File: config.mk
export PLATFORM = sky130hd
export DESIGN_NAME = serial_port_aux_mode_control
export DESIGN_NICKNAME = d
export VERILOG_FILES = /design/src/inc/aux_mode_pkg.sv /design/src/verilog/serial_port_aux_mode_control.sv
export SDC_FILE = /design/constraint.sdc
export NUM_CORES = 1
export LEC_CHECK = 0
export ABC_CLOCK_PERIOD_IN_PS = 5000
export BUFFER_PORTS_ARGS = -buffer_cell sky130_fd_sc_hd__buf_2
export CAP_MARGIN = 5
export CORE_ASPECT_RATIO = 1.4
export CORE_MARGIN = 4
export CORE_UTILIZATION = 53
export CTS_BUF_LIST = sky130_fd_sc_hd__clkbuf_4 sky130_fd_sc_hd__clkbuf_8 sky130_fd_sc_hd__clkbuf_16
export CTS_CLUSTER_DIAMETER = 200
export DETAILED_ROUTE_END_ITERATION = 8
export PLACE_DENSITY = 0.86
export SLEW_MARGIN = 15
export SYNTH_ARGS = -nofsm -noshare
export SYNTH_HDL_FRONTEND = slang
export SYNTH_SLANG_ARGS = --single-unit
File: constraint.sdc
create_clock -name pclk -period 5 [get_ports pclk]
set_clock_uncertainty 0.15 [all_clocks]
set_input_delay 0.5 -clock pclk [delete_from_list [all_inputs] [get_ports pclk]]
set_output_delay 0.5 -clock pclk [all_outputs]
set_load 0.02 [all_outputs]
File: src/inc/aux_mode_pkg.sv
// Summary of operation
// (RULE_01) guard-early-done enable passes the guard-early-done flag to the interrupt.
// (RULE_02) stop clock keep holds the port clock running in stop mode.
// (RULE_03) wakeup enable raises the interrupt on the wakeup flag, only in stop mode.
// (RULE_04) wakeup select: 00 address match, 10 start bit, 11 rx full, 01 none.
// (RULE_05) card retry count bounds retransmissions and failed receptions; zero means none.
// (RULE_06) software writes retry count only when disabled, or zero when enabled.
// (RULE_07) driver enable output active high when polarity clear, low when set.
// (RULE_08) driver enable mode drives the driver enable onto the rts pin.
// (RULE_09) error without transfer-off: flag set, rx full stays low, no request.
// (RULE_10) error with transfer-off: flag and rx full set, request masked until cleared.
// (RULE_11) software drops rx request enable or rx full before clearing the error.
// (RULE_12) overrun flag on unread data unless overrun detection off, then overwrite.
// (RULE_13) three-sample majority or single sample; single disables noise, not for start.
// (RULE_14) cts change enable passes the cts change flag to the interrupt.
// (RULE_15) cts flow: send only while cts low, finish current character first.
// (RULE_16) rts flow: rts low only while the receive buffer has space.
// (RULE_17) remote stops after its current character once rts goes high.
// (RULE_18) tx and rx transfer-request enables allow the transfer requests.
// (RULE_19) card mode enable, with nack enable sends nack on parity error.
// (RULE_20) half duplex select, infrared enable and its low-power option.
// (RULE_21) error enable passes framing, overrun and noise flags to the interrupt.
// (RULE_22) mode settings are changed by software only while the port is disabled.
// (RULE_23) all enabled sources are ORed onto one level interrupt output.
package aux_mode_pkg;
   localparam logic [7:0] PORT_CTRL_OFF = 8'h00;
   localparam logic [7:0] STATUS_OFF = 8'h04;
   localparam logic [7:0] AUX_MODE_OFF = 8'h08;
   localparam logic [7:0] RX_DATA_OFF = 8'h0C;
   localparam logic [31:0] AUX_MODE_RESET = 32'h0000_0000;
   localparam logic [31:0] AUX_MODE_WMASK = 32'h01FE_FFFF;
   localparam logic [1:0] WAKE_ADDR = 2'h0;
   localparam logic [1:0] WAKE_START = 2'h2;
   localparam logic [1:0] WAKE_RXFULL = 2'h3;
   localparam logic [7:0] SHORT_ADDR_MASK = 8'h0F;
   localparam logic [7:0] LONG_ADDR_MASK = 8'h7F;
   localparam int ST_PARITY = 0;
   localparam int ST_FRAMING = 1;
   localparam int ST_NOISE = 2;
   localparam int ST_OVERRUN = 3;
   localparam int ST_RXF = 4;
   localparam int ST_CTS = 5;
   localparam int ST_WAKE = 6;
   localparam int ST_GTE = 7;
   localparam int ST_W = 8;

   typedef struct packed {
      logic [6:0] resv_hi;
      logic guard_early_done_irq_en;
      logic stop_clock_keep;
      logic wakeup_irq_en;
      logic [1:0] wakeup_event_select;
      logic [2:0] card_retry_count;
      logic resv16;
      logic driver_en_polarity;
      logic driver_en_mode;
      logic xfer_off_on_rx_error;
      logic overrun_detect_off;
      logic single_sample_sel;
      logic cts_change_irq_en;
      logic cts_flow_en;
      logic rts_flow_en;
      logic tx_xfer_req_en;
      logic rx_xfer_req_en;
      logic card_mode_en;
      logic card_nack_en;
      logic half_duplex_sel;
      logic infrared_low_power;
      logic infrared_mode_en;
      logic error_irq_en;
   } aux_cfg_t;

   typedef struct packed {
      logic char_valid;
      logic [8:0] data;
      logic parity_err;
      logic framing_err;
      logic start_seen;
   } rx_evt_t;

   typedef struct packed {
      logic char_busy;
      logic data_empty;
      logic nack_seen;
      logic guard_early_done;
      logic driving;
   } tx_evt_t;
endpackage : aux_mode_pkg

File: src/verilog/serial_port_aux_mode_control.sv
// The APB slave port was chosen for this implementation.
`timescale 1ns/1ps
module serial_port_aux_mode_control (
   input wire logic pclk,
   input wire logic presetn,
   input wire logic psel,
   input wire logic penable,
   input wire logic pwrite,
   input wire logic [7:0] paddr,
   input wire logic [31:0] pwdata,
   output logic [31:0] prdata,
   output logic pready,
   output logic pslverr,
   input wire aux_mode_pkg::rx_evt_t rx_evt,
   input wire logic [2:0] rx_samples,
   input wire logic sample_strobe,
   input wire logic sample_is_start,
   input wire aux_mode_pkg::tx_evt_t tx_evt,
   input wire logic [7:0] node_addr,
   input wire logic long_address_sel,
   input wire logic stop_mode,
   input wire logic cts_n,
   output aux_mode_pkg::aux_cfg_t cfg,
   output logic port_enable,
   output logic rx_bit,
   output logic irq,
   output logic tx_req,
   output logic rx_req,
   output logic rts_pin,
   output logic tx_start_ok,
   output logic tx_retransmit,
   output logic card_nack_send,
   output logic clock_run
);
   localparam int W = aux_mode_pkg::ST_W;

   aux_mode_pkg::aux_cfg_t cfg_reg, cfg_next;
   logic en_reg, en_next;
   logic [W-1:0] st_reg, st_next;
   logic [8:0] rxd_reg, rxd_next;
   logic noise_seen_reg, noise_seen_next;
   logic [2:0] rx_try_reg, rx_try_next;
   logic [2:0] tx_try_reg, tx_try_next;
   logic cts_prev_reg, cts_prev_next;
   logic rx_bit_reg, rx_bit_next;
   logic [31:0] prdata_reg, prdata_next;
   logic pready_reg, pready_next;
   logic pslverr_reg, pslverr_next;
   logic irq_reg, irq_next;
   logic tx_req_reg, tx_req_next;
   logic rx_req_reg, rx_req_next;
   logic rts_reg, rts_next;
   logic tx_ok_reg, tx_ok_next;
   logic retx_reg, retx_next;
   logic nack_reg, nack_next;
   logic clk_reg, clk_next;

   logic wr_acc, rd_acc, setup;
   logic maj, noisy;
   logic err_now, parity_final, card_parity_bad;
   logic [W-1:0] set_v, clr_v;
   logic addr_hit, wake_ev;
   logic [7:0] amask;
   logic rxf_set, rxf_clr, rx_store, any_err;

   assign setup = psel & ~penable;
   assign wr_acc = psel & penable & pready_reg & pwrite;
   assign rd_acc = psel & penable & pready_reg & ~pwrite;

   // majority of three; start bit is always voted
   assign maj = (rx_samples[0] & rx_samples[1]) | (rx_samples[1] & rx_samples[2])
              | (rx_samples[0] & rx_samples[2]);
   assign noisy = ~(&rx_samples) & (|rx_samples)
                & (~cfg_reg.single_sample_sel | sample_is_start); // [RULE_13]

   assign amask = long_address_sel ? aux_mode_pkg::LONG_ADDR_MASK : aux_mode_pkg::SHORT_ADDR_MASK;
   assign addr_hit = ((rx_evt.data[7:0] ^ node_addr) & amask) == 8'h00;

   always_comb begin
      cfg_next = cfg_reg;
      en_next = en_reg;
      set_v = '0;
      clr_v = '0;
      rxd_next = rxd_reg;
      noise_seen_next = noise_seen_reg;
      rx_try_next = rx_try_reg;
      tx_try_next = tx_try_reg;
      rx_bit_next = rx_bit_reg;
      retx_next = 1'b0;
      nack_next = 1'b0;
      rxf_set = 1'b0;
      rx_store = 1'b0;
      card_parity_bad = 1'b0;
      parity_final = 1'b0;
      err_now = 1'b0;
      wake_ev = 1'b0;

      if (sample_strobe) begin
         rx_bit_next = (cfg_reg.single_sample_sel & ~sample_is_start) ? rx_samples[1] : maj; // [RULE_13]
         if (noisy) begin
            noise_seen_next = 1'b1;
         end
      end

      if (rx_evt.char_valid) begin
         noise_seen_next = 1'b0;
         card_parity_bad = cfg_reg.card_mode_en & rx_evt.parity_err;
         // card mode holds back parity errors until the trials run out
         if (card_parity_bad && rx_try_reg < cfg_reg.card_retry_count) begin
            rx_try_next = rx_try_reg + 3'h1; // [RULE_05]
         end else begin
            rx_try_next = 3'h0;
            parity_final = rx_evt.parity_err;
         end
         nack_next = card_parity_bad & cfg_reg.card_nack_en; // [RULE_19]
         err_now = parity_final | rx_evt.framing_err | noise_seen_reg;
         set_v[aux_mode_pkg::ST_PARITY] = parity_final;
         set_v[aux_mode_pkg::ST_FRAMING] = rx_evt.framing_err;
         set_v[aux_mode_pkg::ST_NOISE] = noise_seen_reg;
         if (card_parity_bad && !parity_final) begin
            rx_store = 1'b0;
         end else if (err_now) begin
            rx_store = cfg_reg.xfer_off_on_rx_error; // [RULE_09] [RULE_10]
         end else if (st_reg[aux_mode_pkg::ST_RXF] && !cfg_reg.overrun_detect_off) begin
            set_v[aux_mode_pkg::ST_OVERRUN] = 1'b1; // [RULE_12]
         end else begin
            rx_store = 1'b1; // [RULE_12]
         end
         if (rx_store) begin
            rxd_next = rx_evt.data;
            rxf_set = 1'b1;
         end
      end
      set_v[aux_mode_pkg::ST_RXF] = rxf_set;

      if (tx_evt.nack_seen && cfg_reg.card_mode_en) begin
         if (tx_try_reg < cfg_reg.card_retry_count) begin
            tx_try_next = tx_try_reg + 3'h1; // [RULE_05]
            retx_next = 1'b1;
         end else begin
            tx_try_next = 3'h0;
            set_v[aux_mode_pkg::ST_FRAMING] = 1'b1; // [RULE_05]
         end
      end else if (tx_evt.guard_early_done) begin
         tx_try_next = 3'h0;
      end
      set_v[aux_mode_pkg::ST_GTE] = tx_evt.guard_early_done;

      set_v[aux_mode_pkg::ST_CTS] = cts_n ^ cts_prev_reg;

      unique case (cfg_reg.wakeup_event_select) // [RULE_04]
         aux_mode_pkg::WAKE_ADDR: wake_ev = rx_evt.char_valid & addr_hit;
         aux_mode_pkg::WAKE_START: wake_ev = rx_evt.start_seen;
         aux_mode_pkg::WAKE_RXFULL: wake_ev = rxf_set;
         default: wake_ev = 1'b0;
      endcase
      set_v[aux_mode_pkg::ST_WAKE] = wake_ev;

      if (wr_acc) begin
         unique case (paddr)
            aux_mode_pkg::PORT_CTRL_OFF: en_next = pwdata[0];
            aux_mode_pkg::STATUS_OFF: clr_v = pwdata[W-1:0];
            aux_mode_pkg::AUX_MODE_OFF: begin
               cfg_next = aux_mode_pkg::aux_cfg_t'(pwdata & aux_mode_pkg::AUX_MODE_WMASK);
               // while enabled only zero may reach the retry count
               if (en_reg && pwdata[19:17] != 3'h0) begin
                  cfg_next.card_retry_count = cfg_reg.card_retry_count; // [RULE_06]
               end
            end
            default: ;
         endcase
      end
      if (rd_acc && paddr == aux_mode_pkg::RX_DATA_OFF) begin
         clr_v[aux_mode_pkg::ST_RXF] = 1'b1;
      end
      // set wins over clear
      st_next = (st_reg & ~clr_v) | set_v;
   end

   assign cts_prev_next = cts_n;

   always_comb begin
      prdata_next = prdata_reg;
      pready_next = setup;
      pslverr_next = 1'b0;
      if (setup) begin
         prdata_next = 32'h0000_0000;
         unique case (paddr)
            aux_mode_pkg::PORT_CTRL_OFF: prdata_next = {31'h0, en_reg};
            aux_mode_pkg::STATUS_OFF: prdata_next = {{(32-W){1'b0}}, st_reg};
            aux_mode_pkg::AUX_MODE_OFF: prdata_next = cfg_reg;
            aux_mode_pkg::RX_DATA_OFF: prdata_next = {23'h0, rxd_reg};
            default: pslverr_next = 1'b1;
         endcase
      end
   end

   assign any_err = st_reg[aux_mode_pkg::ST_PARITY] | st_reg[aux_mode_pkg::ST_FRAMING]
                  | st_reg[aux_mode_pkg::ST_NOISE];

   always_comb begin
      irq_next = (cfg_reg.guard_early_done_irq_en & st_reg[aux_mode_pkg::ST_GTE]) // [RULE_01]
               | (cfg_reg.wakeup_irq_en & st_reg[aux_mode_pkg::ST_WAKE] & stop_mode) // [RULE_03]
               | (cfg_reg.cts_change_irq_en & st_reg[aux_mode_pkg::ST_CTS]) // [RULE_14]
               | (cfg_reg.error_irq_en & (st_reg[aux_mode_pkg::ST_FRAMING] | st_reg[aux_mode_pkg::ST_OVERRUN]
                  | st_reg[aux_mode_pkg::ST_NOISE])); // [RULE_21] [RULE_23]
      tx_req_next = en_reg & cfg_reg.tx_xfer_req_en & tx_evt.data_empty; // [RULE_18]
      rx_req_next = en_reg & cfg_reg.rx_xfer_req_en & st_reg[aux_mode_pkg::ST_RXF]
                  & ~(cfg_reg.xfer_off_on_rx_error & any_err); // [RULE_18] [RULE_10]
      if (cfg_reg.driver_en_mode) begin
         rts_next = tx_evt.driving ^ cfg_reg.driver_en_polarity; // [RULE_07] [RULE_08]
      end else if (cfg_reg.rts_flow_en) begin
         rts_next = st_reg[aux_mode_pkg::ST_RXF]; // [RULE_16]
      end else begin
         rts_next = 1'b0;
      end
      // a character already on the wire is finished regardless of cts
      tx_ok_next = ~cfg_reg.cts_flow_en | tx_evt.char_busy | ~cts_n; // [RULE_15]
      clk_next = ~stop_mode | cfg_reg.stop_clock_keep; // [RULE_02]
   end

   always_ff @(posedge pclk or negedge presetn) begin
      if (!presetn) begin
         cfg_reg <= aux_mode_pkg::aux_cfg_t'(aux_mode_pkg::AUX_MODE_RESET);
         en_reg <= 1'b0;
         st_reg <= '0;
         rxd_reg <= 9'h000;
         noise_seen_reg <= 1'b0;
         rx_try_reg <= 3'h0;
         tx_try_reg <= 3'h0;
         cts_prev_reg <= 1'b1;
         rx_bit_reg <= 1'b1;
         prdata_reg <= 32'h0000_0000;
         pready_reg <= 1'b0;
         pslverr_reg <= 1'b0;
         irq_reg <= 1'b0;
         tx_req_reg <= 1'b0;
         rx_req_reg <= 1'b0;
         rts_reg <= 1'b0;
         tx_ok_reg <= 1'b0;
         retx_reg <= 1'b0;
         nack_reg <= 1'b0;
         clk_reg <= 1'b0;
      end else begin
         cfg_reg <= cfg_next;
         en_reg <= en_next;
         st_reg <= st_next;
         rxd_reg <= rxd_next;
         noise_seen_reg <= noise_seen_next;
         rx_try_reg <= rx_try_next;
         tx_try_reg <= tx_try_next;
         cts_prev_reg <= cts_prev_next;
         rx_bit_reg <= rx_bit_next;
         prdata_reg <= prdata_next;
         pready_reg <= pready_next;
         pslverr_reg <= pslverr_next;
         irq_reg <= irq_next;
         tx_req_reg <= tx_req_next;
         rx_req_reg <= rx_req_next;
         rts_reg <= rts_next;
         tx_ok_reg <= tx_ok_next;
         retx_reg <= retx_next;
         nack_reg <= nack_next;
         clk_reg <= clk_next;
      end
   end

   // half duplex and infrared bits are handed to the line logic as stored
   assign cfg = cfg_reg; // [RULE_20]
   assign port_enable = en_reg;
   assign rx_bit = rx_bit_reg;
   assign prdata = prdata_reg;
   assign pready = pready_reg;
   assign pslverr = pslverr_reg;
   assign irq = irq_reg;
   assign tx_req = tx_req_reg;
   assign rx_req = rx_req_reg;
   assign rts_pin = rts_reg;
   assign tx_start_ok = tx_ok_reg;
   assign tx_retransmit = retx_reg;
   assign card_nack_send = nack_reg;
   assign clock_run = clk_reg;
endmodule : serial_port_aux_mode_control

Word level (Yosys, flattened, before mapping)

Cells that the tools add are included.

Logic and storage cells: 164
Register bits after elaboration: 93
Input port bits: 79
Output and inout bits: 76
ROM bits: 0
Bits in writable memories: 0
Latch bits: 0
Memories kept: 0

Multiplexer cells: 35
Equal/unequal tests: 5
Multipliers: 0
$add $sub $neg: 2
Shift operators: 0
Div/mod/pow operators: 0
Bitwise logic cells: 57
Reduce and logical (&&, ||, !) cells: 23
$lt $le $gt $ge: 2

Operator list:

| kind                                                                  | count |
|---|---|
| 25-bit one-hot mux with 4 select lines                                | 1 |
| 1-bit bitwise AND                                                     | 25 |
| 1-bit two-way mux                                                     | 25 |
| 8-bit by 4-bit equality test with 1-bit output, second input constant | 2 |
| 8-bit zero test                                                       | 2 |
| 8-bit two-way mux                                                     | 2 |
| 1-bit OR                                                              | 15 |
| 3-bit two-way mux                                                     | 4 |
| 1-bit NOT                                                             | 10 |
| 8-bit by 7-bit bitwise AND with 8-bit output                          | 1 |
| 8-bit bitwise AND                                                     | 1 |
| 8-bit by 3-bit equality test with 1-bit output, second input constant | 1 |
| 8-bit NOT                                                             | 1 |
| 8-bit OR                                                              | 1 |
| 2-bit AND reduction                                                   | 4 |
| 8-bit XOR                                                             | 1 |
| 7-bit two-way mux                                                     | 1 |
| 3-bit by 1-bit adder with 3-bit output, second input constant         | 2 |
| 1-bit logical AND                                                     | 6 |
| 3-bit less-than comparator                                            | 2 |
| 3-bit AND reduction                                                   | 2 |
| 2-bit nonzero test                                                    | 3 |
| 2-bit equality test, second input constant                            | 2 |
| 4-bit two-way mux                                                     | 1 |
| other kinds (7)                                                       | 9 |

Longest topological paths before layout

Gate-level depths: netlist (run 1).

Depth after elaboration: 13
Depth in mapped cells: 7
Depth with buffers taken out: 6

Worst setup path before layout (run 1)

OpenSTA, ideal clock, no wires.

Kind: register -> register
Start point: register cfg_reg (netlist bit cfg[19])
End point: register rxd_reg[1]
Data arrival time: 1.831 ns
Cell stages (with the launch flop): 8
Path slack: 2.894 ns
Clock period less this slack: 2.106 ns
Path through: dfrtp_1 -> inv_1 -> ha_1 -> nand2_1 -> o211ai_2 -> o2111ai_1 -> buf_4 -> mux2_4

Cells in the longest elaborated chain, start to end: 10

RTL lines:

| what                            | line                                | text |
|---|---|---|
| start, declared                 | serial_port_aux_mode_control.sv:37  | `aux_mode_pkg::aux_cfg_t cfg_reg, cfg_next;` |
| start signal, assigned          | serial_port_aux_mode_control.sv:224 | `cfg_reg <= aux_mode_pkg::aux_cfg_t'(aux_mode_pkg::AUX_MODE_RESET);` |
| start signal, assigned          | serial_port_aux_mode_control.sv:245 | `cfg_reg <= cfg_next;` |
| 3-bit less-than comparator *    | serial_port_aux_mode_control.sv:109 | `if (card_parity_bad && rx_try_reg < cfg_reg.card_retry_count) begin` |
| 1-bit logical AND *             | serial_port_aux_mode_control.sv:109 |  |
| 1-bit two-way mux *             | serial_port_aux_mode_control.sv:109 |  |
| 1-bit two-way mux *             | serial_port_aux_mode_control.sv:105 | `if (rx_evt.char_valid) begin` |
| 1-bit OR (2 in series)          | serial_port_aux_mode_control.sv:116 | `err_now = parity_final \| rx_evt.framing_err \| noise_seen_reg;` |
| 1-bit two-way mux               | serial_port_aux_mode_control.sv:122 | `end else if (err_now) begin` |
| 1-bit two-way mux *             | serial_port_aux_mode_control.sv:120 | `if (card_parity_bad && !parity_final) begin` |
| 1-bit two-way mux *             | serial_port_aux_mode_control.sv:105 |  |
| 2-bit AND reduction (no line) * | --                                  |  |
| end signal, assigned            | serial_port_aux_mode_control.sv:248 | `rxd_reg <= rxd_next;` |
| end, declared                   | serial_port_aux_mode_control.sv:40  | `logic [8:0] rxd_reg, rxd_next;` |

Every way passes the cells marked *; elsewhere a longest branch is shown, timed or not. The select of a mux whose other input is x is not followed.
A chain may end at the register's enable or synchronous reset.

Worst setup path after layout (run 1)

Start point: input penable
End point: register prdata_reg[18], in the netlist prdata[18]

Cells in the longest elaborated chain, start to end: 2

RTL lines:

| what                 | line                                | text |
|---|---|---|
| start, declared      | serial_port_aux_mode_control.sv:7   | `input wire logic penable,` |
| 1-bit NOT            | serial_port_aux_mode_control.sv:66  | `assign setup = psel & ~penable;` |
| 1-bit bitwise AND    | serial_port_aux_mode_control.sv:66  |  |
| end signal, assigned | serial_port_aux_mode_control.sv:254 | `prdata_reg <= prdata_next;` |
| end, declared        | serial_port_aux_mode_control.sv:46  | `logic [31:0] prdata_reg, prdata_next;` |

No other way between the ends.

==> results of run 1 <==
==> metal layers <==
layer	vias to the layer above	routed length [um]	global-route usage
met5	-	0	0
met4	0	289	0.110
met3	22	628	0.0211
met2	131	5320	0.390
met1	1520	3740	0.276
li1	1393	-	-
==> power by group through the flow <==
stage,logic (W),clock network (W),registers (W)
5_1_grt,0.000165,0.000507,0.000735
4_1_cts,0.000152,0.000478,0.000732
6_report,0.000151,0.000472,0.000733
3_3_place_gp,0.000145,0,0.000743
2_1_floorplan,0.0000919,0,0.000742
3_5_place_dp,0.000151,0,0.000745
==> layout make-up <==
class	instances	share of cell area
Sequential cell	85	0.445
Tap cell	97	0.0253
Clock buffer	13	0.0321
Inverter	8	0.00627
Timing Repair Buffer	130	0.137
Clock inverter	2	0.00731
Multi-Input combinational cell	218	0.348
==> Yosys cell counts, drive strengths merged (2+ instances only) <==
master and count:
dfstp 2, o31ai 6, nand3 5, xor2 9, nor2 10, o2bb2ai 2, mux2i 2, mux2 38
nand2b 5, buf 22, ha 6, o21a 3, nand3b 3, a21oi 3, clkbuf 6, or3 2
o21ai 11, a21o 6, dfrtp 83, nor4 3, o211ai 2, a22o 16, a2bb2oi 3, nor2b 4
nand2 31, inv 8, a22oi 8, nor3 6, and4 3, and2 2
==> stage by stage <==
step / instances / power (W) / util / worst slack, ns / instance area (um2)
3_5_place_dp: 538 / 0.000896 / 0.629 / 2.49 / 4600
2_1_floorplan: 339 / 0.000834 / - / 2.89 / 4020
5_1_grt: 553 / 0.00141 / 0.655 / 2.70 / 4790
4_1_cts: 553 / 0.00136 / 0.655 / 2.82 / 4790
6_report: 553 / 0.00136 / 0.655 / 2.79 / 4790
3_3_place_gp: 538 / 0.000888 / 0.629 / 2.54 / 4600
==> worst paths after layout <==
path                                  to  cells after the start
hold / removal              cts_prev_reg                      1
setup reg to reg              rxd_reg[7]                      7
min in group asynchronous  rx_try_reg[1]                      1
setup / recovery              prdata[18]                      4
hold reg to reg                prdata[8]                      2
max in group asynchronous     rxd_reg[7]                      1
==> critical path, stage by stage <==
cell and delay (ns):
buf_2 0.11, nand2b_1 0.69, nor3_4 0.79, a22o_1 0.23
==> placed cells by master (no fill, tap or decap), drive strengths merged, types with 4 or more instances in the layout <==
cell	count
buf	130
dfrtp	83
mux2	38
nand2	31
a22o	16
conb	16
clkbuf	13
o21ai	11
nor2	10
xor2	9
inv	8
a22oi	8
o31ai	6
a21o	6
ha	6
nor3	6
nand2b	5
nand3	5
nor2b	4
==> cell families after synthesis <==
group,share of synthesized area
other,0.000946
AND/OR/NAND/NOR,0.107
buffers and inverters,0.0565
multiplexers,0.126
flip-flops,0.537
AO/OA/AOI/OAI,0.130
adder cells (fa/ha/maj),0.0189
XOR/XNOR,0.0221
==> flow_summary.ini, run 1 <==
[worst_setup_path]
reg2reg_from = cfg[19]
cp_max_fo = 28
arrival_ns = 2.34
criticalPathCategory = input pin to flop
ff2ff_setup_slack_ns = 2.82
cp-end-kind = flop
crit_start = penable
required_ns = 5.12
start_kind = input pin

[place]
io_buffers = 129
gp_congestion = 0.841
dp_hpwl_um = 7670

[drt]
vias = 3066
dr.first_iter.drc_count = 153
ant_nets = 0
via_per_inst = 5.54
post-route-drc-count = 0
wl_per_cell_um = 18.0
wirelength_um = 9980
firstDrtPassIters = 4

[die]
fp.dieW_um = 81.1
coreArea_um2 = 7310
die_area_um2 = 8940
ioPinCount = 155
start_util = 0.542
die_height_um = 110
row_count = 37

[synthesis]
synth_top_cell_by_area = dfrtp_1
synth-seq-area-share = 0.537
synth.distinct_cells = 54
synth.avg_cell_area_um2 = 12.2
synth-seq-cells = 85
synthFlopType = dfrtp_1
async_reset_ff_frac = 1.00
synth_top_area_frac = 0.524
ys_warn_count = 0
netlist_top_cells_area = dfrtp_1, mux2_1, a22o_1
syn_area_um2 = 3960
synth_edf_count = 0
syn_inst = 324

[final_layout]
nNetsFinal = 537
layout-drive-gt1-share = 0.375
layout.filler_cells = 592
antennaDiodeCount = 0
areaGrowthSynthToFinish_pct = 20.9
multiInputGateArea_um2 = 1670
regArea_um2 = 2130

[clock_tree]
cts_htree_levels = 3
tritoncts = done
cts.clk_slew.worst_paths_ns = 0.08
cts_resized = 0
cts.sinks = 85
cts.path.max_buffers = 2
holdBufCountCts = 0
clk_latency_ns = 0.34
cts_setup_buffers = 0
cts_root_buffer = clkbuf_8
cts_buffers = 9

[pwr]
power_frac_clock = 0.348
seq_power_share = 0.540
internal-power_w = 0.00103
p_leak_nw = 2.57
switching_power_w = 0.000321
switching_share = 0.237
combPwrFrac = 0.112
p_per_area_nw_per_um2 = 283
ir_worst_vdd_mv = 0.132

[worst_hold_path]
min_path_type = input pin to flop
hold_path.startpoint = cts_n

[grt]
grt_first_pass_wirelength_um = 15000
grt_use_total = 0.224
grt_max_degree = 86
grt_pass1_vias = 3042
antenna_found_initial = 0
overflow = 0

[timing]
tns_ns = 0
worst_pin_slew_ns = 1.19
clock.fmax_ghz = 0.452
hold_viol_final = 0
rsz0062_at_grt = false
relSlewSlack = 0.209
fin_crit_sh = 0.443
setup_viol = 0
report.final.slew_viol_count = 0
period_minus_slack_ns = 2.21
hold_ws_ns = 0.141

[run]
drv_cap = 0

[outcome]
status = complete, no violations
(Power assumes the default switching activity.)
==> inputs of run 2 (changes only) <==
Settings changed: ABC_CLOCK_PERIOD_IN_PS 5000 to 2100, CORE_UTILIZATION 53 to 49, PLACE_DENSITY 0.86 to 0.8.
Clock period 5 ns to 2.1 ns, I/O delays scaled along.
==> run 2 against run 1 <==
Against the previous run: critical path depth is 3 higher; largest cell class unchanged; sequential share of layout area is 4.5 points lower; register-to-register slack worse by 2.7 ns; via count is 7.7% higher; flip-flop and latch count stayed put; worst hold slack worse by 0.12 ns; critical path type is now flop to flop; routed wire length is 10% higher; non-clock buffer count is 52 higher; sequential power is 140% higher; clock-buffer cell count is 2 lower; die area is 7.5% higher.
==> flow_summary.ini, run 2 (synthesized netlist as in run 1, its figures left out) <==
[outcome]
status = complete, no violations

[drt]
dr.first_iter.drc_count = 210
wirelength_um = 11000
post-route-drc-count = 0
firstDrtPassIters = 4
ant_nets = 0
vias = 3303
via_per_inst = 5.42
wl_per_cell_um = 18.1

[grt]
grt_use_total = 0.237
grt_pass1_vias = 3493
grt_first_pass_wirelength_um = 17400
antenna_found_initial = 0
grt_max_degree = 62
overflow = 0

[clock_tree]
cts_htree_levels = 3
cts.path.max_buffers = 2
clk_latency_ns = 0.35
cts_root_buffer = clkbuf_8
cts_setup_buffers = 0
cts.clk_slew.worst_paths_ns = 0.09
tritoncts = done
cts_buffers = 9
cts.sinks = 85

[timing]
clock.fmax_ghz = 0.503
setup_viol = 0
rsz0062_at_grt = false
worst_pin_slew_ns = 0.523
hold_viol_final = 0
hold_ws_ns = 0.0174
fin_crit_sh = 0.947
relSlewSlack = 0.650
period_minus_slack_ns = 1.99
report.final.slew_viol_count = 0
tns_ns = 0

[place]
dp_hpwl_um = 7860
gp_congestion = 0.856
io_buffers = 129
postPlaceCellArea_um2 = 4720

[worst_setup_path]
arrival_ns = 2.08
cp-end-kind = flop
reg2regPathDepth = 7
reg2reg_from = cfg[19]
cp_max_fo = 11
required_ns = 2.19
ff2ff_setup_slack_ns = 0.11
criticalPathCategory = flop to flop
start_kind = flop
r2r-end = rxd_reg[1]

[die]
die_height_um = 114
die_area_um2 = 9610
fp.dieW_um = 84
row_count = 38
ioPinCount = 155
coreArea_um2 = 7800
start_util = 0.508

[run]
drv_cap = 0

[final_layout]
layout-drive-gt1-share = 0.363
layout.filler_cells = 594
most-common-layout-cells = buf_2, dfrtp_1, dlygate4sd3_1, nand2_1, mux2_1
final_cell_area_um2 = 5330
areaGrowthSynthToFinish_pct = 34.4
final_common_cell = buf_2
antennaDiodeCount = 0
nNetsFinal = 589

[worst_hold_path]
hold_end = rx_bit
hold_path.startpoint = rx_samples[1]
hold_depth = 3
min_path_type = input pin to flop

[pwr]
ir_worst_vdd_mv = 0.404
p_per_area_nw_per_um2 = 607
p_leak_nw = 2.79
run 2: cell types whose count changed in the layout (fill, tap and decap cells not counted), moves of 3 or more:
cell           previous run  this run
buf_4                     2         9
clkinvlp_4                0         3
buf_12                    0         3
dlygate4sd3_1             0        42
clkbuf_4                  4         1
run 2: cell type report:
| type | count | area, um2 | area share |
|---|---|---|---|
| Clock inverter | 5 | 36.3 | 0.00681 |
| Sequential cell | 85 | 2130 | 0.400 |
| Multi-Input combinational cell | 218 | 1670 | 0.314 |
| Inverter | 8 | 30.0 | 0.00564 |
| Clock buffer | 11 | 145 | 0.0272 |
| Tap cell | 100 | 125 | 0.0235 |
| Timing Repair Buffer | 182 | 1190 | 0.223 |
run 2: through the flow:
step | util | worst slack [ns] | power, W | std cells
floorplan | - | 0.0122 | 0.00199 | 339
global placement | 0.605 | 0.180 | 0.00212 | 551
detailed placement | 0.605 | 0.140 | 0.00214 | 551
CTS | 0.682 | 0.0794 | 0.00325 | 609
global route | 0.683 | 0.0336 | 0.00337 | 609
finish | 0.683 | 0.112 | 0.00324 | 609
run 2: report_power, final:
part | total [W] | internal [W] | switching, W
Clock | 0.00106 | 0.000475 | 0.000583
Sequential | 0.00174 | 0.00170 | 0.0000454
Combinational | 0.000433 | 0.000227 | 0.000207
Total | 0.00324 | 0.00240 | 0.000835
run 2: what timing repair did:
| action | CTS | global route |
|---|---|---|
| gates resized for setup | 0 | 2 |
| endpoints found under the hold margin | 126 | 0 |
| endpoints found under the setup margin | 0 | 2 |
| hold buffers | 42 | 0 |
run 2: layer usage:
| metal | vias up | global-route usage | part of all wire | wire length (um) |
|---|---|---|---|---|
| met5 | - | 0 | 0 | 0 |
| met4 | 0 | 0.150 | 0.050 | 552 |
| met3 | 41 | 0.0475 | 0.055 | 602 |
| met2 | 134 | 0.412 | 0.53 | 5790 |
| met1 | 1633 | 0.264 | 0.37 | 4070 |
| li1 | 1495 | - | - | - |
run 2: worst max-delay path: stages (launching register included):
cell and delay [ns]:
dfrtp_2 0.40, inv_1 0.08, ha_1 0.30, nand2_1 0.07, o211ai_2 0.19, o2111ai_1 0.19
buf_12 0.21, mux2_4 0.29
run 2: worst max-delay path by stage:
stage            start         end  cells past startpoint
2_1_floorplan  cfg[18]  rxd_reg[1]                      7
4_1_cts         pready   st_reg[7]                      5
3_5_place_dp   cfg[19]  rxd_reg[1]                      7
5_1_grt         pready   st_reg[7]                      5
3_3_place_gp   cfg[19]  rxd_reg[1]                      7
6_report       cfg[19]  rxd_reg[1]                      7
==> inputs of run 3 (changes only) <==
Settings changed: CORE_UTILIZATION 49 to 45, PLACE_DENSITY 0.8 to 0.75.
==> run 3 against run 2 <==
Against the previous run: first-iteration DRC count down 32%; die area increased by 8.1%; register-to-register slack better by 0.03 ns; core utilization fell by 5.6 points; design area up 1.4%; critical path depth did not move; flip-flop and latch count did not move; maximum frequency grew 1.3%; non-clock buffer count decreased by 4; via count is 2.0% lower.
==> flow_summary.ini, run 3 (synthesized netlist as in run 1, its figures left out) <==
[grt]
antenna_found_initial = 2
grt_first_pass_wirelength_um = 17300
grt_max_degree = 40
grt_use_total = 0.220
grt_pass1_vias = 3324
overflow = 0

[final_layout]
areaGrowthSynthToFinish_pct = 36.3
layout-drive-gt1-share = 0.360
final_common_cell = buf_2
nNetsFinal = 585
fin_util = 0.627
most-common-layout-cells = buf_2, dfrtp_1, dlygate4sd3_1, nand2_1, mux2_1

[timing]
fin_crit_sh = 0.934
worst_pin_slew_ns = 0.541
relSlewSlack = 0.639
setup_viol = 0
tns_ns = 0
clock.fmax_ghz = 0.510
report.final.slew_viol_count = 0
period_minus_slack_ns = 1.96
hold_viol_final = 0
rsz0062_at_grt = false

[worst_setup_path]
arrival_ns = 2.03
start_kind = flop
crit_start = cfg[18]
cp_max_fo = 11
criticalPathCategory = flop to flop
required_ns = 2.17
cp-end-kind = flop
reg2reg_from = cfg[18]

[drt]
firstDrtPassIters = 4
wirelength_um = 11000
via_per_inst = 5.30
dr.first_iter.drc_count = 143
wl_per_cell_um = 18.0
ant_nets = 0
post-route-drc-count = 0
vias = 3236

[die]
ioPinCount = 155
fp.dieW_um = 87.3
die_area_um2 = 10400
row_count = 40
die_height_um = 119
start_util = 0.460
coreArea_um2 = 8610

[outcome]
status = complete, no violations

[pwr]
p_per_area_nw_per_um2 = 692
ir_worst_vdd_mv = 0.616
p_leak_nw = 2.84

[clock_tree]
cts_setup_buffers = 0
cts_buffers = 9
cts.clk_slew.worst_paths_ns = 0.06
cts.sinks = 85
cts_root_buffer = clkbuf_16
clk_latency_ns = 0.34
cts.path.max_buffers = 2
tritoncts = done
cts_htree_levels = 3

[place]
dp_hpwl_um = 7910
io_buffers = 129
gp_congestion = 0.853

[worst_hold_path]
hold_path.startpoint = rx_evt[12]
min_path_type = input pin to flop

[run]
drv_cap = 0
run 3: per-layer routing:
layer / GRT usage / vias to the layer above / share of wire
li1: - / 1487 / -
met1: 0.259 / 1593 / 0.37
met2: 0.375 / 128 / 0.53
met3: 0.0311 / 28 / 0.060
met4: 0.122 / 0 / 0.037
met5: 0 / - / 0
run 3: cell type report:
| class | count | area (um2) |
|---|---|---|
| fillers | 698 | 3210 |
| flip-flops and latches | 85 | 2130 |
| multi-input cells | 218 | 1670 |
| repair buffers | 178 | 1150 |
| clock buffers | 12 | 254 |
| well taps | 105 | 131 |
| clock inverters | 2 | 35.0 |
| inverters | 8 | 30.0 |
| diodes | 2 | 5.00 |
run 3: path summary, 6_finish.rpt:
check / slack (ns) / end / cells past startpoint
worst max register to register: 0.14 / rxd_reg[1] / 7
worst min-delay path: 0.01 / noise_seen_reg / 2
max in group asynchronous: 0.92 / cts_prev_reg / 3
worst min register to register: 0.33 / prdata[0] / 2
min in group asynchronous: 0.24 / noise_seen_reg / 2
worst max-delay path: 0.14 / rxd_reg[1] / 7
run 3: worst max-delay path, stage by stage (launching register included):
cell,delay (ns)
dfrtp_1,0.39
inv_1,0.08
ha_1,0.28
nand2_1,0.06
o211ai_2,0.18
o2111ai_1,0.18
buf_12,0.20
mux2_4,0.30
run 3: per-stage QoR:
stage | setup WS (ns) | hold slack [ns] | power (W) | std cells | area (um2)
after CTS | 0.136 | 0.00405 | 0.00376 | 608 | 5400
final | 0.138 | 0.0114 | 0.00374 | 610 | 5400
after floorplan | 0.0122 | -0.236 | 0.00199 | 339 | 4020
after global placement | 0.176 | 0.0663 | 0.00213 | 556 | 4730
after global routing | 0.0289 | 0.0337 | 0.00387 | 610 | 5400
after detailed placement | 0.149 | 0.0715 | 0.00214 | 556 | 4730
run 3: what timing repair did:
item | in CTS | in global routing
hold endpoints to repair | 74 | 0
endpoints found under the setup margin | 0 | 0
gates resized for setup | 0 | 0
hold buffers | 38 | 0
run 3: power by group:
group | switching, W | leakage (nW) | internal, W
sequential | 0.0000403 | 1.11 | 0.00170
combinational | 0.000204 | 1.58 | 0.000224
clock | 0.000604 | 0.145 | 0.000965
